==> config.mk <==
export PLATFORM = sky130hd
export DESIGN_NAME = slcr_regs
export DESIGN_NICKNAME = d
export VERILOG_FILES = /design/src/slcr_pkg.sv /design/src/slcr_regs.sv
export SDC_FILE = /design/constraint.sdc
export NUM_CORES = 1
export LEC_CHECK = 0
export BUFFER_PORTS_ARGS = -buffer_cell sky130_fd_sc_hd__buf_2
export CORE_ASPECT_RATIO = 1.1
export CORE_MARGIN = 1
export CORE_UTILIZATION = 46
export CTS_BUF_LIST = sky130_fd_sc_hd__clkbuf_16
export CTS_CLUSTER_SIZE = 8
export DETAILED_ROUTE_END_ITERATION = 10
export PLACE_DENSITY = 0.83
export SYNTH_ARGS = -nofsm -noshare
export SYNTH_HDL_FRONTEND = slang
export SYNTH_SLANG_ARGS = --single-unit
==> constraint.sdc <==
create_clock -name clock -period 1.9 [get_ports clock]
set_input_delay 0.095 -clock clock [delete_from_list [all_inputs] [get_ports clock]]
set_output_delay 0.095 -clock clock [all_outputs]
set_load 0.03 [all_outputs]
==> src/slcr_pkg.sv <==
// constants shared by the synthesizer loop configuration register bank
package slcr_pkg;
    // register offsets on the serial control port
    localparam logic [7:0] OFS_NUM_HI = 8'h1B;
    localparam logic [7:0] OFS_NUM_MID = 8'h1C;
    localparam logic [7:0] OFS_NUM_LO = 8'h1D;
    localparam logic [7:0] OFS_MOD_CTRL = 8'h21;
    localparam logic [7:0] OFS_LOOP_A = 8'h22;
    localparam logic [7:0] OFS_LOOP_B = 8'h23;
    localparam logic [7:0] OFS_FILT_RES = 8'h24;
    // field positions
    localparam int DITHER_LSB = 2;
    localparam int ORDER_LSB = 0;
    localparam int DOUBLER_BIT = 5;
    localparam int RSVD_A_LSB = 6;
    localparam int PUMP_CUR_LSB = 0;
    localparam int PUMP_DLY_LSB = 4;
    localparam int THIRD_CAP_BIT = 2;
    localparam int NUM_HI_W = 6;
    localparam int NUM_W = 22;
    // reset values
    localparam logic [1:0] RST_DITHER = 2'h3;
    localparam logic [1:0] RST_ORDER = 2'h0;
    localparam logic RST_DOUBLER = 1'b1;
    localparam logic [1:0] RST_RSVD_A = 2'h0;
    localparam logic [3:0] RST_PUMP_CUR = 4'h8;
    localparam logic [2:0] RST_PUMP_DLY = 3'h0;
    localparam logic RST_THIRD_CAP = 1'b0;
    localparam logic [1:0] RSVD_B_LOW = 2'h3;
    localparam logic [7:0] RST_FILT_RES = 8'h08;
    localparam logic [21:0] RST_NUM = 22'h000000;
    // legal codes
    localparam logic [1:0] DITHER_WEAK = 2'h0;
    localparam logic [1:0] DITHER_OFF = 2'h3;
    localparam logic [1:0] ORDER_INT = 2'h0;
    localparam logic [1:0] ORDER_THIRD = 2'h3;
    localparam logic [3:0] PUMP_1P6MA = 4'h4;
    localparam logic [3:0] PUMP_6P4MA = 4'h8;
endpackage : slcr_pkg

==> src/slcr_regs.sv <==
// What this block does
// dither field bits 3:2, reset three
// modulator order bits 1:0, reset zero
// doubler enable bit 5, reset one
// pump current bits 3:0, reset eight
// pump delay bits 6:4, reset zero
// third capacitor enable bit 2, reset zero
// filter resistor code byte, reset 0x08
// 22-bit numerator from three byte registers
// nonvolatile copy loads fields after power-up
`timescale 1ns/10ps
`default_nettype none
module slcr_regs (
    input wire logic clock,
    input wire logic rst,
    input wire logic [7:0] reg_addr,
    input wire logic [7:0] reg_wdata,
    input wire logic reg_wr,
    input wire logic reg_rd,
    input wire logic nvm_load,
    input wire logic [7:0] nvm_mod_ctrl,
    input wire logic [7:0] nvm_loop_a,
    input wire logic [7:0] nvm_loop_b,
    input wire logic [7:0] nvm_filt_res,
    input wire logic [21:0] nvm_num,
    output logic [7:0] rd_data_ff,
    output logic rd_valid_ff,
    output logic [1:0] dither_select_ff,
    output logic [1:0] order_ff,
    output logic doubler_en_ff,
    output logic [3:0] pump_current_code_ff,
    output logic [2:0] pump_delay_code_ff,
    output logic third_cap_en_ff,
    output logic [7:0] filter_res_code_ff,
    output logic [21:0] frac_numerator_ff,
    output logic reserved_code_ff
);
    // storage of the writable fields
    logic [1:0] rsvd_a_ff; // reserved bits 7:6 of loop_control_a, kept as written
    logic [21:0] num_ff; // raw numerator, held even in integer mode
    logic [1:0] nxt_dither;
    logic [1:0] nxt_order;
    logic nxt_doubler;
    logic [1:0] nxt_rsvd_a;
    logic [3:0] nxt_pump_cur;
    logic [2:0] nxt_pump_dly;
    logic nxt_third_cap;
    logic [7:0] nxt_filt_res;
    logic [21:0] nxt_num;
    logic [21:0] nxt_frac_num;
    logic nxt_reserved;
    logic [7:0] nxt_rd_data;
    logic nxt_rd_valid;
    logic wr_mod; // decoded write strobes
    logic wr_a;
    logic wr_b;
    logic wr_r;
    logic wr_nh;
    logic wr_nm;
    logic wr_nl;

    // read view of each register, reserved bits as the map defines them
    function automatic logic [7:0] reg_view(input logic [7:0] addr, input logic [1:0] dth,
            input logic [1:0] ord, input logic dbl, input logic [1:0] rsa, input logic [3:0] cur,
            input logic [2:0] dly, input logic c3, input logic [7:0] res, input logic [21:0] num);
        case (addr)
            slcr_pkg::OFS_MOD_CTRL: reg_view = {4'h0, dth, ord};
            slcr_pkg::OFS_LOOP_A: reg_view = {rsa, dbl, 1'b0, cur};
            slcr_pkg::OFS_LOOP_B: reg_view = {1'b0, dly, 1'b0, c3, slcr_pkg::RSVD_B_LOW};
            slcr_pkg::OFS_FILT_RES: reg_view = res;
            slcr_pkg::OFS_NUM_HI: reg_view = {2'h0, num[21:16]};
            slcr_pkg::OFS_NUM_MID: reg_view = num[15:8];
            slcr_pkg::OFS_NUM_LO: reg_view = num[7:0];
            default: reg_view = 8'h00; // unmapped offsets read as zero
        endcase
    endfunction : reg_view

    // write decode; writes to unmapped offsets are dropped
    always_comb begin
        wr_mod = reg_wr && (reg_addr == slcr_pkg::OFS_MOD_CTRL);
        wr_a = reg_wr && (reg_addr == slcr_pkg::OFS_LOOP_A);
        wr_b = reg_wr && (reg_addr == slcr_pkg::OFS_LOOP_B);
        wr_r = reg_wr && (reg_addr == slcr_pkg::OFS_FILT_RES);
        wr_nh = reg_wr && (reg_addr == slcr_pkg::OFS_NUM_HI);
        wr_nm = reg_wr && (reg_addr == slcr_pkg::OFS_NUM_MID);
        wr_nl = reg_wr && (reg_addr == slcr_pkg::OFS_NUM_LO);
    end

    // next field values: nonvolatile load first, a serial write in the same cycle wins
    always_comb begin
        nxt_dither = dither_select_ff;
        nxt_order = order_ff;
        nxt_doubler = doubler_en_ff;
        nxt_rsvd_a = rsvd_a_ff;
        nxt_pump_cur = pump_current_code_ff;
        nxt_pump_dly = pump_delay_code_ff;
        nxt_third_cap = third_cap_en_ff;
        nxt_filt_res = filter_res_code_ff;
        nxt_num = num_ff;
        if (nvm_load) begin
            nxt_dither = nvm_mod_ctrl[slcr_pkg::DITHER_LSB +: 2];
            nxt_order = nvm_mod_ctrl[slcr_pkg::ORDER_LSB +: 2];
            nxt_doubler = nvm_loop_a[slcr_pkg::DOUBLER_BIT];
            nxt_rsvd_a = nvm_loop_a[slcr_pkg::RSVD_A_LSB +: 2];
            nxt_pump_cur = nvm_loop_a[slcr_pkg::PUMP_CUR_LSB +: 4];
            nxt_pump_dly = nvm_loop_b[slcr_pkg::PUMP_DLY_LSB +: 3];
            nxt_third_cap = nvm_loop_b[slcr_pkg::THIRD_CAP_BIT];
            nxt_filt_res = nvm_filt_res;
            nxt_num = nvm_num;
        end
        if (wr_mod) begin
            nxt_dither = reg_wdata[slcr_pkg::DITHER_LSB +: 2];
            nxt_order = reg_wdata[slcr_pkg::ORDER_LSB +: 2];
        end
        if (wr_a) begin
            nxt_doubler = reg_wdata[slcr_pkg::DOUBLER_BIT];
            nxt_rsvd_a = reg_wdata[slcr_pkg::RSVD_A_LSB +: 2];
            nxt_pump_cur = reg_wdata[slcr_pkg::PUMP_CUR_LSB +: 4];
        end
        if (wr_b) begin
            // bits 1:0 are fixed reserved ones, only the two fields store
            nxt_pump_dly = reg_wdata[slcr_pkg::PUMP_DLY_LSB +: 3];
            nxt_third_cap = reg_wdata[slcr_pkg::THIRD_CAP_BIT];
        end
        if (wr_r) begin
            nxt_filt_res = reg_wdata;
        end
        // each byte lands in its own slice of the numerator
        if (wr_nh) begin
            nxt_num[21:16] = reg_wdata[slcr_pkg::NUM_HI_W-1:0];
        end
        if (wr_nm) begin
            nxt_num[15:8] = reg_wdata;
        end
        if (wr_nl) begin
            nxt_num[7:0] = reg_wdata;
        end
        // numerator only reaches the modulator in third-order mode
        nxt_frac_num = (nxt_order == slcr_pkg::ORDER_THIRD) ? nxt_num : slcr_pkg::RST_NUM;
        // reserved codes are stored as written but flagged for software
        nxt_reserved = (nxt_dither != slcr_pkg::DITHER_WEAK && nxt_dither != slcr_pkg::DITHER_OFF)
            || (nxt_order != slcr_pkg::ORDER_INT && nxt_order != slcr_pkg::ORDER_THIRD)
            || (nxt_pump_cur != slcr_pkg::PUMP_1P6MA && nxt_pump_cur != slcr_pkg::PUMP_6P4MA);
    end

    // read path: data one cycle after the strobe
    always_comb begin
        nxt_rd_valid = reg_rd;
        nxt_rd_data = reg_rd ? reg_view(reg_addr, dither_select_ff, order_ff, doubler_en_ff, rsvd_a_ff,
            pump_current_code_ff, pump_delay_code_ff, third_cap_en_ff, filter_res_code_ff, num_ff)
            : rd_data_ff;
    end

    // registers; reset values hold until the nonvolatile image loads or a serial write changes them
    always_ff @(posedge clock or posedge rst) begin
        if (rst) begin
            dither_select_ff <= slcr_pkg::RST_DITHER;
            order_ff <= slcr_pkg::RST_ORDER;
            doubler_en_ff <= slcr_pkg::RST_DOUBLER;
            rsvd_a_ff <= slcr_pkg::RST_RSVD_A;
            pump_current_code_ff <= slcr_pkg::RST_PUMP_CUR;
            pump_delay_code_ff <= slcr_pkg::RST_PUMP_DLY;
            third_cap_en_ff <= slcr_pkg::RST_THIRD_CAP;
            filter_res_code_ff <= slcr_pkg::RST_FILT_RES;
            num_ff <= slcr_pkg::RST_NUM;
            frac_numerator_ff <= slcr_pkg::RST_NUM;
            reserved_code_ff <= 1'b0;
            rd_data_ff <= 8'h00;
            rd_valid_ff <= 1'b0;
        end else begin
            dither_select_ff <= nxt_dither;
            order_ff <= nxt_order;
            doubler_en_ff <= nxt_doubler;
            rsvd_a_ff <= nxt_rsvd_a;
            pump_current_code_ff <= nxt_pump_cur;
            pump_delay_code_ff <= nxt_pump_dly;
            third_cap_en_ff <= nxt_third_cap;
            filter_res_code_ff <= nxt_filt_res;
            num_ff <= nxt_num;
            frac_numerator_ff <= nxt_frac_num;
            reserved_code_ff <= nxt_reserved;
            rd_data_ff <= nxt_rd_data;
            rd_valid_ff <= nxt_rd_valid;
        end
    end

    // checks beside the logic
    chk_dither_write: assert property (@(posedge clock) disable iff (rst)
        wr_mod |=> dither_select_ff == $past(reg_wdata[3:2])) else $error("dither write lost");
    chk_order_write: assert property (@(posedge clock) disable iff (rst)
        wr_mod |=> order_ff == $past(reg_wdata[1:0])) else $error("order write lost");
    chk_doubler_write: assert property (@(posedge clock) disable iff (rst)
        wr_a |=> doubler_en_ff == $past(reg_wdata[5])) else $error("doubler write lost");
    chk_pump_write: assert property (@(posedge clock) disable iff (rst)
        wr_a |=> pump_current_code_ff == $past(reg_wdata[3:0])) else $error("pump current write lost");
    chk_cap_write: assert property (@(posedge clock) disable iff (rst)
        wr_b |=> third_cap_en_ff == $past(reg_wdata[2])) else $error("third cap write lost");
    chk_resistor_write: assert property (@(posedge clock) disable iff (rst)
        wr_r |=> filter_res_code_ff == $past(reg_wdata)) else $error("resistor write lost");
    chk_num_low_write: assert property (@(posedge clock) disable iff (rst)
        wr_nl |=> num_ff[7:0] == $past(reg_wdata)) else $error("numerator low byte write lost");
    chk_doubler_hold: assert property (@(posedge clock) disable iff (rst)
        !wr_a && !nvm_load |=> $stable(doubler_en_ff)) else $error("doubler changed unasked");
    chk_pump_flag: assert property (@(posedge clock) disable iff (rst)
        wr_a && reg_wdata[3:0] != 4'h4 && reg_wdata[3:0] != 4'h8 |=> reserved_code_ff)
        else $error("reserved pump code not flagged");
    chk_delay_write: assert property (@(posedge clock) disable iff (rst)
        wr_b |=> pump_delay_code_ff == $past(reg_wdata[6:4])) else $error("pump delay write lost");
    chk_loopb_read: assert property (@(posedge clock) disable iff (rst)
        reg_rd && reg_addr == 8'h23 |=> rd_valid_ff && rd_data_ff[2] == $past(third_cap_en_ff)
        && rd_data_ff[1:0] == 2'h3) else $error("loop_control_b read wrong");
    chk_resistor_reset: assert property (@(posedge clock)
        rst |=> filter_res_code_ff == 8'h08 || !$past(rst) || !rst) else $error("resistor reset wrong");
    chk_num_gate: assert property (@(posedge clock) disable iff (rst)
        order_ff != 2'h3 |-> frac_numerator_ff == 22'h000000) else $error("numerator leaked in integer mode");
    chk_nvm_load: assert property (@(posedge clock) disable iff (rst)
        nvm_load && !reg_wr |=> filter_res_code_ff == $past(nvm_filt_res) ##1 $stable(filter_res_code_ff)
        || $past(reg_wr) || $past(nvm_load)) else $error("nonvolatile load missed");
    cov_third_order: cover property (@(posedge clock) disable iff (rst) wr_mod ##1 order_ff == 2'h3);
    cov_nvm_then_write: cover property (@(posedge clock) disable iff (rst) nvm_load ##[1:4] wr_r);
    cov_num_bytes: cover property (@(posedge clock) disable iff (rst) wr_nh ##[1:3] wr_nm ##[1:3] wr_nl);
    // strobes from the bench are spaced two cycles apart, so the read may trail by a few cycles
    cov_read_back: cover property (@(posedge clock) disable iff (rst) wr_a ##[1:4] reg_rd && reg_addr == 8'h22);
endmodule : slcr_regs
`default_nettype wire

Yosys cells after proc, flatten, opt, wreduce, memory -nomap -nowiden
Cells that the tools add are included.
{"block": "op_classes", "eq_ne": 12, "mux": 22, "reduce_logical": 17}
{"op": "8-bit one-hot mux with 7 select lines", "count": 1}
{"op": "22-bit two-way mux", "count": 2}
{"op": "8-bit by 6-bit == test with 1-bit output, second input constant", "count": 4}
{"op": "8-bit two-way mux", "count": 4}
{"op": "8-bit by 5-bit == test with 1-bit output, second input constant", "count": 3}
{"op": "2-bit two-way mux", "count": 6}
{"op": "1-bit logical AND", "count": 10}
{"op": "2-bit nonzero test", "count": 5}
{"op": "4-bit two-way mux", "count": 2}
{"op": "3-bit two-way mux", "count": 2}
{"op": "6-bit two-way mux", "count": 1}
{"op": "1-bit two-way mux", "count": 4}
{"op": "2-bit inequality test, second input constant", "count": 2}
{"op": "4-bit by 3-bit inequality test with 1-bit output, second input constant", "count": 1}
{"op": "4-bit inequality test, second input constant", "count": 1}
{"op": "2-bit == test, second input constant", "count": 1}
{"op": "1-bit logical OR", "count": 2}
{"block": "word_totals", "reg_bits": 77, "wordCells": 64}

Depth between registers and ports, before layout
Gate-level depths: netlist (run 1).
{"block": "depth", "word_depth": 7, "depth_mapped": 9, "ltp_nobuf": 8}

Worst setup path after synthesis (run 1)
No wires, ideal clock.
{"block": "synth_path", "path_kind": "input to register", "from": "input reg_addr[0]", "to": "register frac_numerator_ff[2]", "setup_time_ns": 0.065, "arrival_ns": 1.778, "path_slack_ns": 0.057, "path_stages": 8, "cell_sequence": "buf_4 -> and2_2 -> or4b_1 -> buf_2 -> a21oi_1 -> ha_1 -> clkbuf_1 -> o211a_1"}
{"block": "synth_between", "elab_chain_len": 5, "word_cells_on_any_way": 8, "classes_between": "eq/ne (3); mux (3); reduce/logical (2)"}
{"element": "start: declaration", "line_no": "slcr_regs.sv:16", "source": "input wire logic [7:0] reg_addr,"}
{"element": "8-bit by 6-bit == test with 1-bit output", "line_no": "slcr_regs.sv:80", "source": "wr_mod = reg_wr && (reg_addr == slcr_pkg::OFS_MOD_CTRL);"}
{"element": "1-bit logical AND", "line_no": "slcr_regs.sv:80"}
{"element": "2-bit two-way mux", "line_no": "slcr_regs.sv:111", "source": "if (wr_mod) begin"}
{"element": "via nxt_order[0]", "line_no": "slcr_regs.sv:42", "source": "logic [1:0] nxt_order;"}
{"element": "2-bit == test", "line_no": "slcr_regs.sv:139", "source": "nxt_frac_num = (nxt_order == slcr_pkg::ORDER_THIRD) ? nxt_num : slcr_pkg::RST_NUM;"}
{"element": "22-bit two-way mux", "line_no": "slcr_regs.sv:139"}
{"element": "via nxt_frac_num[2]", "line_no": "slcr_regs.sv:50", "source": "logic [21:0] nxt_frac_num;"}
{"element": "end signal: assignment", "line_no": "slcr_regs.sv:166", "source": "frac_numerator_ff <= slcr_pkg::RST_NUM;"}
{"element": "end signal: assignment", "line_no": "slcr_regs.sv:180", "source": "frac_numerator_ff <= nxt_frac_num;"}
{"element": "end: declaration", "line_no": "slcr_regs.sv:35", "source": "output logic [21:0] frac_numerator_ff,"}
The timed path passes the listed nets, and every way through them passes these cells.
A chain may end at the register's enable or synchronous reset.

Worst setup path in the final report (run 1)
{"block": "layout_path", "from": "input reg_addr[3]", "to": "register frac_numerator_ff[15]"}
Same word-level chain as after synthesis.

==> results.json, run 1 <==
{
  "postCtsSetupRepairBufs": 0,
  "required_ps": 2120,
  "dp.cells": 593,
  "critPathKind": "primary input to flip-flop",
  "n_antenna_cell": 0,
  "min_path_type": "primary input to flip-flop",
  "clk_path_buf_depth": 2,
  "muxShareOfSynthArea_pct": 13.6,
  "grt_max_degree": 35,
  "io_pins": 128,
  "cts_root_buf": "clkbuf_16",
  "end_kind": "flip-flop",
  "synth-warning-count": 0,
  "post_layout_nonfiller_instances": 611,
  "vdd.ir_drop.worst_v": 0.000488,
  "syn-cell-area_um2": 3860,
  "finalHoldViolCount": 0,
  "fmax_mhz": 585,
  "cap_violations": 0,
  "drv_slew": 0,
  "antenna_found_initial": 0,
  "synth-adder-area-share_pct": 0.324,
  "post-route-drc-count": 0,
  "postSynthCellCount": 376,
  "htreeDepth": 3,
  "rows": 34,
  "fp.dieH_um": 98.1,
  "period_minus_slack_ps": 1710,
  "startpoint_type": "primary input",
  "clock-sinks": 77,
  "yosys.area_share.simple_pct": 11.8,
  "synthFlopType": "dfrtp_1",
  "detail_route.vias_per_cell": 5.54,
  "fillers": 655,
  "synth_top_family_by_area": "compound AO/OA/AOI/OAI gates",
  "grt.overflow.total": 0,
  "synth_xor_area_share_pct": 1.36,
  "syn_to_final_growth_pct": 28.0,
  "first_pass_iters": 5,
  "place.gp.congestion": 0.885,
  "syn_nets": 452,
  "p_per_area_nw_per_um2": 881,
  "synth_seq_cells": 77,
  "portBuffers": 118,
  "synth_compound_area_share_pct": 17.8,
  "dieArea_um2": 8770,
  "async_flop_share_pct": 100,
  "place_area_um2": 4630,
  "worstPathArrival_ps": 1930,
  "skew_ps": 5.78,
  "relSlewSlack_pct": 61.6,
  "fin_nets": 574,
  "vias": 3387,
  "synth_cell_types": 45,
  "power.leakage_nw": 2.49,
  "timing.final.crit_share_pct": 89.9,
  "grt_pass1_vias": 3344,
  "avgSynthCellArea_um2": 10.3,
  "synth_enable_flop_cells": 0,
  "path_max_fanout": 9,
  "clk_latency_ps": 330,
  "layout-drive-gt1-share_pct": 33.6,
  "setup_viol": 0,
  "drt-total-wl_mm": 10.8,
  "worst_slew_pin_slew_ps": 575,
  "tritoncts": "built",
  "seq_area_frac_synth_pct": 50.0,
  "status": "finished clean",
  "grtUsageTotal_pct": 26.7,
  "clk_pin_slew_ps": 60,
  "rsz0062_at_grt": "false",
  "core_area_um2": 8040,
  "die_w_um": 89.4,
  "drt_iter0_markers": 285,
  "start_util_pct": 48.0,
  "dpl.hpwl_mm": 8.15,
  "ant_nets": 0,
  "wl_per_cell_um": 17.7,
  "cts_buffers": 9,
  "fin_area_um2": 4940,
  "grt_pass1_wl_mm": 17.2
}
-- placed cells by master, fill, tap and decap left out, types with 2 or more instances in the layout --
| cell | synthesis | layout |
|---|---|---|
| and3b_1 | 3 | 3 |
| dfstp_2 | 5 | 5 |
| o32ai_1 | 4 | 4 |
| o211a_1 | 8 | 8 |
| nor4bb_1 | 2 | 2 |
| buf_2 | 15 | 118 |
| nand3_1 | 4 | 4 |
| nor2b_1 | 4 | 4 |
| a32o_1 | 2 | 2 |
| buf_4 | 1 | 22 |
| dfrtp_1 | 72 | 72 |
| mux2i_1 | 48 | 48 |
| o21a_1 | 8 | 8 |
| clkbuf_16 | 0 | 9 |
| nand4_1 | 2 | 2 |
| and2_1 | 6 | 6 |
| nand2_1 | 15 | 15 |
| a211oi_1 | 8 | 8 |
| clkinvlp_4 | 0 | 2 |
| o22ai_1 | 12 | 12 |
| xnor2_1 | 4 | 4 |
| a22oi_1 | 8 | 8 |
| nor2_1 | 42 | 42 |
| xor2_1 | 2 | 2 |
| a31oi_1 | 2 | 2 |
| nor3_1 | 4 | 4 |
| a221oi_1 | 3 | 3 |
| inv_1 | 12 | 13 |
| a21oi_1 | 44 | 44 |
| dlygate4sd3_1 | 0 | 2 |
| o22a_1 | 2 | 2 |
| mux2_2 | 4 | 4 |
-- final cells by class --
class | instances | area (µm²) | area share, %
clock buffers | 9 | 225 | 4.56
clock inverters | 7 | 67.6 | 1.37
inverters | 13 | 52.6 | 1.06
multi-input cells | 254 | 1730 | 35.1
flip-flops and latches | 77 | 1930 | 39.1
well taps | 108 | 135 | 2.73
repair buffers | 143 | 796 | 16.1
-- kinds of logic after synthesis --
| kind of cell | after synthesis |
|---|---|
| xor gates and xnor gates | 6 |
| AOI/OAI and AO/OA | 103 |
| DFF | 77 |
| buffers and inverters | 45 |
| and+or+nand+nor | 92 |
| adders and majority gates | 1 |
| muxes | 52 |
-- what timing repair did --
item,in CTS,in global routing
hold buffers,2,0
gates resized for setup,0,0
hold endpoints to repair,24,0
-- synth_stat cells (3+ instances only) --
master | instances | area, µm²
o211a_1 | 8 | 80.1
nand2_1 | 15 | 56.3
clkbuf_2 | 3 | 15.0
o21a_1 | 8 | 60.1
clkbuf_1 | 13 | 48.8
a21oi_1 | 44 | 220
nor2_1 | 42 | 158
mux2_2 | 4 | 45.0
mux2i_1 | 48 | 480
nor2b_1 | 4 | 25.0
o22ai_1 | 12 | 75.1
a211oi_1 | 8 | 60.1
a22oi_1 | 8 | 60.1
inv_1 | 12 | 45.0
dfrtp_1 | 72 | 1800
and3b_1 | 3 | 26.3
nor3_1 | 4 | 20.0
dfstp_2 | 5 | 131
a221oi_1 | 3 | 26.3
o32ai_1 | 4 | 35.0
and2_1 | 6 | 37.5
buf_2 | 15 | 75.1
xnor2_1 | 4 | 35.0
nand3_1 | 4 | 20.0
-- routing by layer --
layer | global-route usage [%] | share of wire [%] | vias to the layer above
met5 | 0 | 0 | -
met4 | 7.69 | 1.5 | 0
met3 | 4.82 | 6.9 | 13
met2 | 43.2 | 50 | 161
met1 | 36.4 | 41 | 1613
li1 | - | - | 1600
-- worst max-delay path: stages --
cell and delay (ps):
buf_2 100, nor2_1 130, nand3_1 120, or4b_1 530, a21oi_1 220, ha_1 260
clkinv_1 80, buf_4 170, a211oi_1 230
-- registers in the layout (all words and copies together), names as in the netlist --
signal and cells:
rsvd_a_ff 2, third_cap_en_ff 1, doubler_en_ff 1, order_ff 2, pump_delay_code_ff 3, rd_valid_ff 1
dither_select_ff 2, frac_numerator_ff 22, filter_res_code_ff 8, reserved_code_ff 1, num_ff 22, pump_current_code_ff 4
rd_data_ff 8
-- final timing paths --
path                                                 from                         endpoint  slack [ps]  depth (start not counted)
worst min-delay path                        nvm_loop_a[5]        doubler_en_ff$_DFFE_PP1P_          70                          3
worst max register to register      order_ff[1]$_DFF_PP0_  frac_numerator_ff[15]$_DFF_PP0_         360                          6
worst min register to register  rd_data_ff[3]$_DFFE_PP0P_        rd_data_ff[3]$_DFFE_PP0P_         530                          2
worst max-delay path                          reg_addr[3]  frac_numerator_ff[15]$_DFF_PP0_         190                          9
min in group asynchronous                             rst             num_ff[12]$_DFF_PP0_         370                          3
max in group asynchronous                             rst    dither_select_ff[1]$_DFF_PP1_         830                          4
-- power by group --
part	internal [mW]	leakage, nW	total, mW	switching [mW]
Clock	1.01	0.148	1.67	0.657
Sequential	1.79	0.949	1.89	0.0999
Combinational	0.307	1.40	0.800	0.493
Total	3.10	2.49	4.35	1.25
-- metrics by stage --
stage / util (%) / total power [mW] / hold slack (ps) / setup TNS [ps] / setup slack (ps)
after floorplan: - / 2.40 / 126 / 0 / 57.1
after global placement: 57.6 / 2.68 / 170 / -430 / -50.1
after detailed placement: 57.6 / 2.71 / 181 / -2020 / -114
after CTS: 61.5 / 4.37 / 67.6 / 0 / 201
after global routing: 61.5 / 4.53 / 80.4 / 0 / 46.3
final: 61.5 / 4.35 / 68.7 / 0 / 191
(Power assumes the default switching activity.)
==> run 2: changes to the inputs <==
==> constraint.sdc (replaced) <==
create_clock -name clock -period 1.9 [get_ports clock]
set_input_delay 0.285 -clock clock [delete_from_list [all_inputs] [get_ports clock]]
set_output_delay 0.285 -clock clock [all_outputs]
set_load 0.03 [all_outputs]
==> run 2 against run 1 <==
Against the previous run:
- global-route usage increased by 0.35 points
- core utilization about the same
- count of clock-buffer cells in the layout unchanged
- die area unchanged
- sequential share of layout area about the same
- largest cell class unchanged
- power increased by 1.3%
- first-iteration DRC count increased by 11%
- highest routed layer unchanged
- sequential cell count unchanged
- final area about the same
==> results.json, run 2 (synthesis results as in run 1) <==
{
  "ant_nets": 0,
  "rsz0062_at_grt": "false",
  "dieArea_um2": 8770,
  "layout_commonest_cell": "buf_2",
  "postCtsSetupRepairBufs": 0,
  "finalHoldViolCount": 0,
  "timing.final.crit_share_pct": 92.7,
  "wl_per_cell_um": 18.4,
  "dpl.hpwl_mm": 7.98,
  "holdBufCountCts": 0,
  "ctsResizeCount": 0,
  "grt_pass1_vias": 3443,
  "p_per_area_nw_per_um2": 892,
  "tritoncts": "built",
  "core_area_um2": 8040,
  "die_w_um": 89.4,
  "fin_util_pct": 61.5,
  "grt_max_degree": 78,
  "clk_path_buf_depth": 2,
  "final_cell_mix": "buf_2 (118), dfrtp_1 (72), mux2i_1 (48), a21oi_1 (42), nor2_1 (40)",
  "place.gp.congestion": 0.939,
  "clk_latency_ps": 340,
  "cap_violations": 0,
  "fp.dieH_um": 98.1,
  "detail_route.vias_per_cell": 5.57,
  "start_util_pct": 48.0,
  "path_max_fanout": 9,
  "clock-sinks": 77,
  "cts_root_buf": "clkbuf_16",
  "io_pins": 128,
  "layout-drive-gt1-share_pct": 35.3,
  "clk_pin_slew_ps": 60,
  "htreeDepth": 3,
  "vdd.ir_drop.worst_v": 0.000504,
  "rows": 34,
  "fin_nets": 570,
  "relSlewSlack_pct": 69.0,
  "grt.overflow.total": 0,
  "syn_to_final_growth_pct": 28.0,
  "portBuffers": 118,
  "min_path_type": "primary input to async pin",
  "power.leakage_nw": 2.48,
  "critPathKind": "primary input to flip-flop",
  "cts_buffers": 9,
  "drv_slew": 0,
  "vias": 3383,
  "worstPathArrival_ps": 1990,
  "hold_ws_ps": 45.6,
  "status": "finished clean",
  "fillers": 656,
  "drt-total-wl_mm": 11.1,
  "startpoint_type": "primary input",
  "skew_ps": 5.08,
  "period_minus_slack_ps": 1760,
  "n_antenna_cell": 0,
  "antenna_found_initial": 0,
  "setup_viol": 0,
  "post-route-drc-count": 0,
  "worst_slew_pin_slew_ps": 464,
  "grt_pass1_wl_mm": 17.5,
  "drt_iter0_markers": 317,
  "end_kind": "flip-flop",
  "grtUsageTotal_pct": 27.0,
  "fmax_mhz": 568,
  "reg.largest.list": "frac_numerator_ff: 22 flops, num_ff: 22 flops",
  "first_pass_iters": 4,
  "required_ps": 2130
}
run 2: cell types whose count changed in the layout (fill, tap and decap cells not counted), sizes merged:
cell	before	now
clkinv	3	4
inv	14	13
buf	141	139
dlygate4sd3	2	0
run 2: per-layer routing:
layer / up-vias / track usage, % / wire [µm]
li1: 1596 / - / -
met1: 1611 / 36.1 / 4650
met2: 146 / 42.6 / 5410
met3: 30 / 4.31 / 709
met4: 0 / 12.8 / 369
met5: - / 0 / 0
run 2: layout make-up:
type	count	area (µm²)	area share, %
well taps	108	135	2.73
clock buffers	9	225	4.55
multi-input cells	254	1760	35.7
repair buffers	139	761	15.4
inverters	13	53.8	1.09
flip-flops and latches	77	1930	39.1
clock inverters	7	72.6	1.47
run 2: where the power goes:
| group | switching [mW] | internal [mW] | total (mW) | leakage [nW] |
|---|---|---|---|---|
| combinational | 0.499 | 0.304 | 0.803 | 1.38 |
| clock | 0.701 | 1.02 | 1.72 | 0.144 |
| sequential | 0.0984 | 1.78 | 1.88 | 0.949 |
run 2: per-stage QoR:
step | instance area (µm²) | power (mW) | setup WS (ps) | setup TNS (ps) | instances
6_report | 4940 | 4.41 | 139 | 0 | 607
3_3_place_gp | 4650 | 2.69 | -92.3 | -1300 | 591
2_1_floorplan | 3920 | 2.40 | -34.9 | -34.9 | 376
5_1_grt | 4940 | 4.56 | 52.7 | 0 | 607
4_1_cts | 4940 | 4.42 | 142 | 0 | 607
3_5_place_dp | 4650 | 2.71 | -202 | -2040 | 591
run 2: worst paths after layout:
path | from | slack, ps | to | cells after the start
setup / recovery | reg_addr[3] | 140 | frac_numerator_ff[10]$_DFF_PP0_ | 8
hold / removal | rst | 50 | num_ff[13]$_DFF_PP0_ | 3
setup reg to reg | pump_current_code_ff[0]$_DFF_PP0_ | 400 | rd_data_ff[0]$_DFFE_PP0P_ | 5
hold reg to reg | rd_data_ff[3]$_DFFE_PP0P_ | 530 | rd_data_ff[3]$_DFFE_PP0P_ | 2
max in group asynchronous | rst | 1490 | dither_select_ff[1]$_DFF_PP1_ | 3
min in group clock | reg_rd | 170 | rd_valid_ff$_DFF_PP0_ | 1
run 2: critical path: stages:
cell and delay, ps:
buf_2 110, nor2_2 120, nand3_2 90, or4b_4 530, a21oi_2 180, ha_2 240, clkinv_2 160, a211oi_1 270
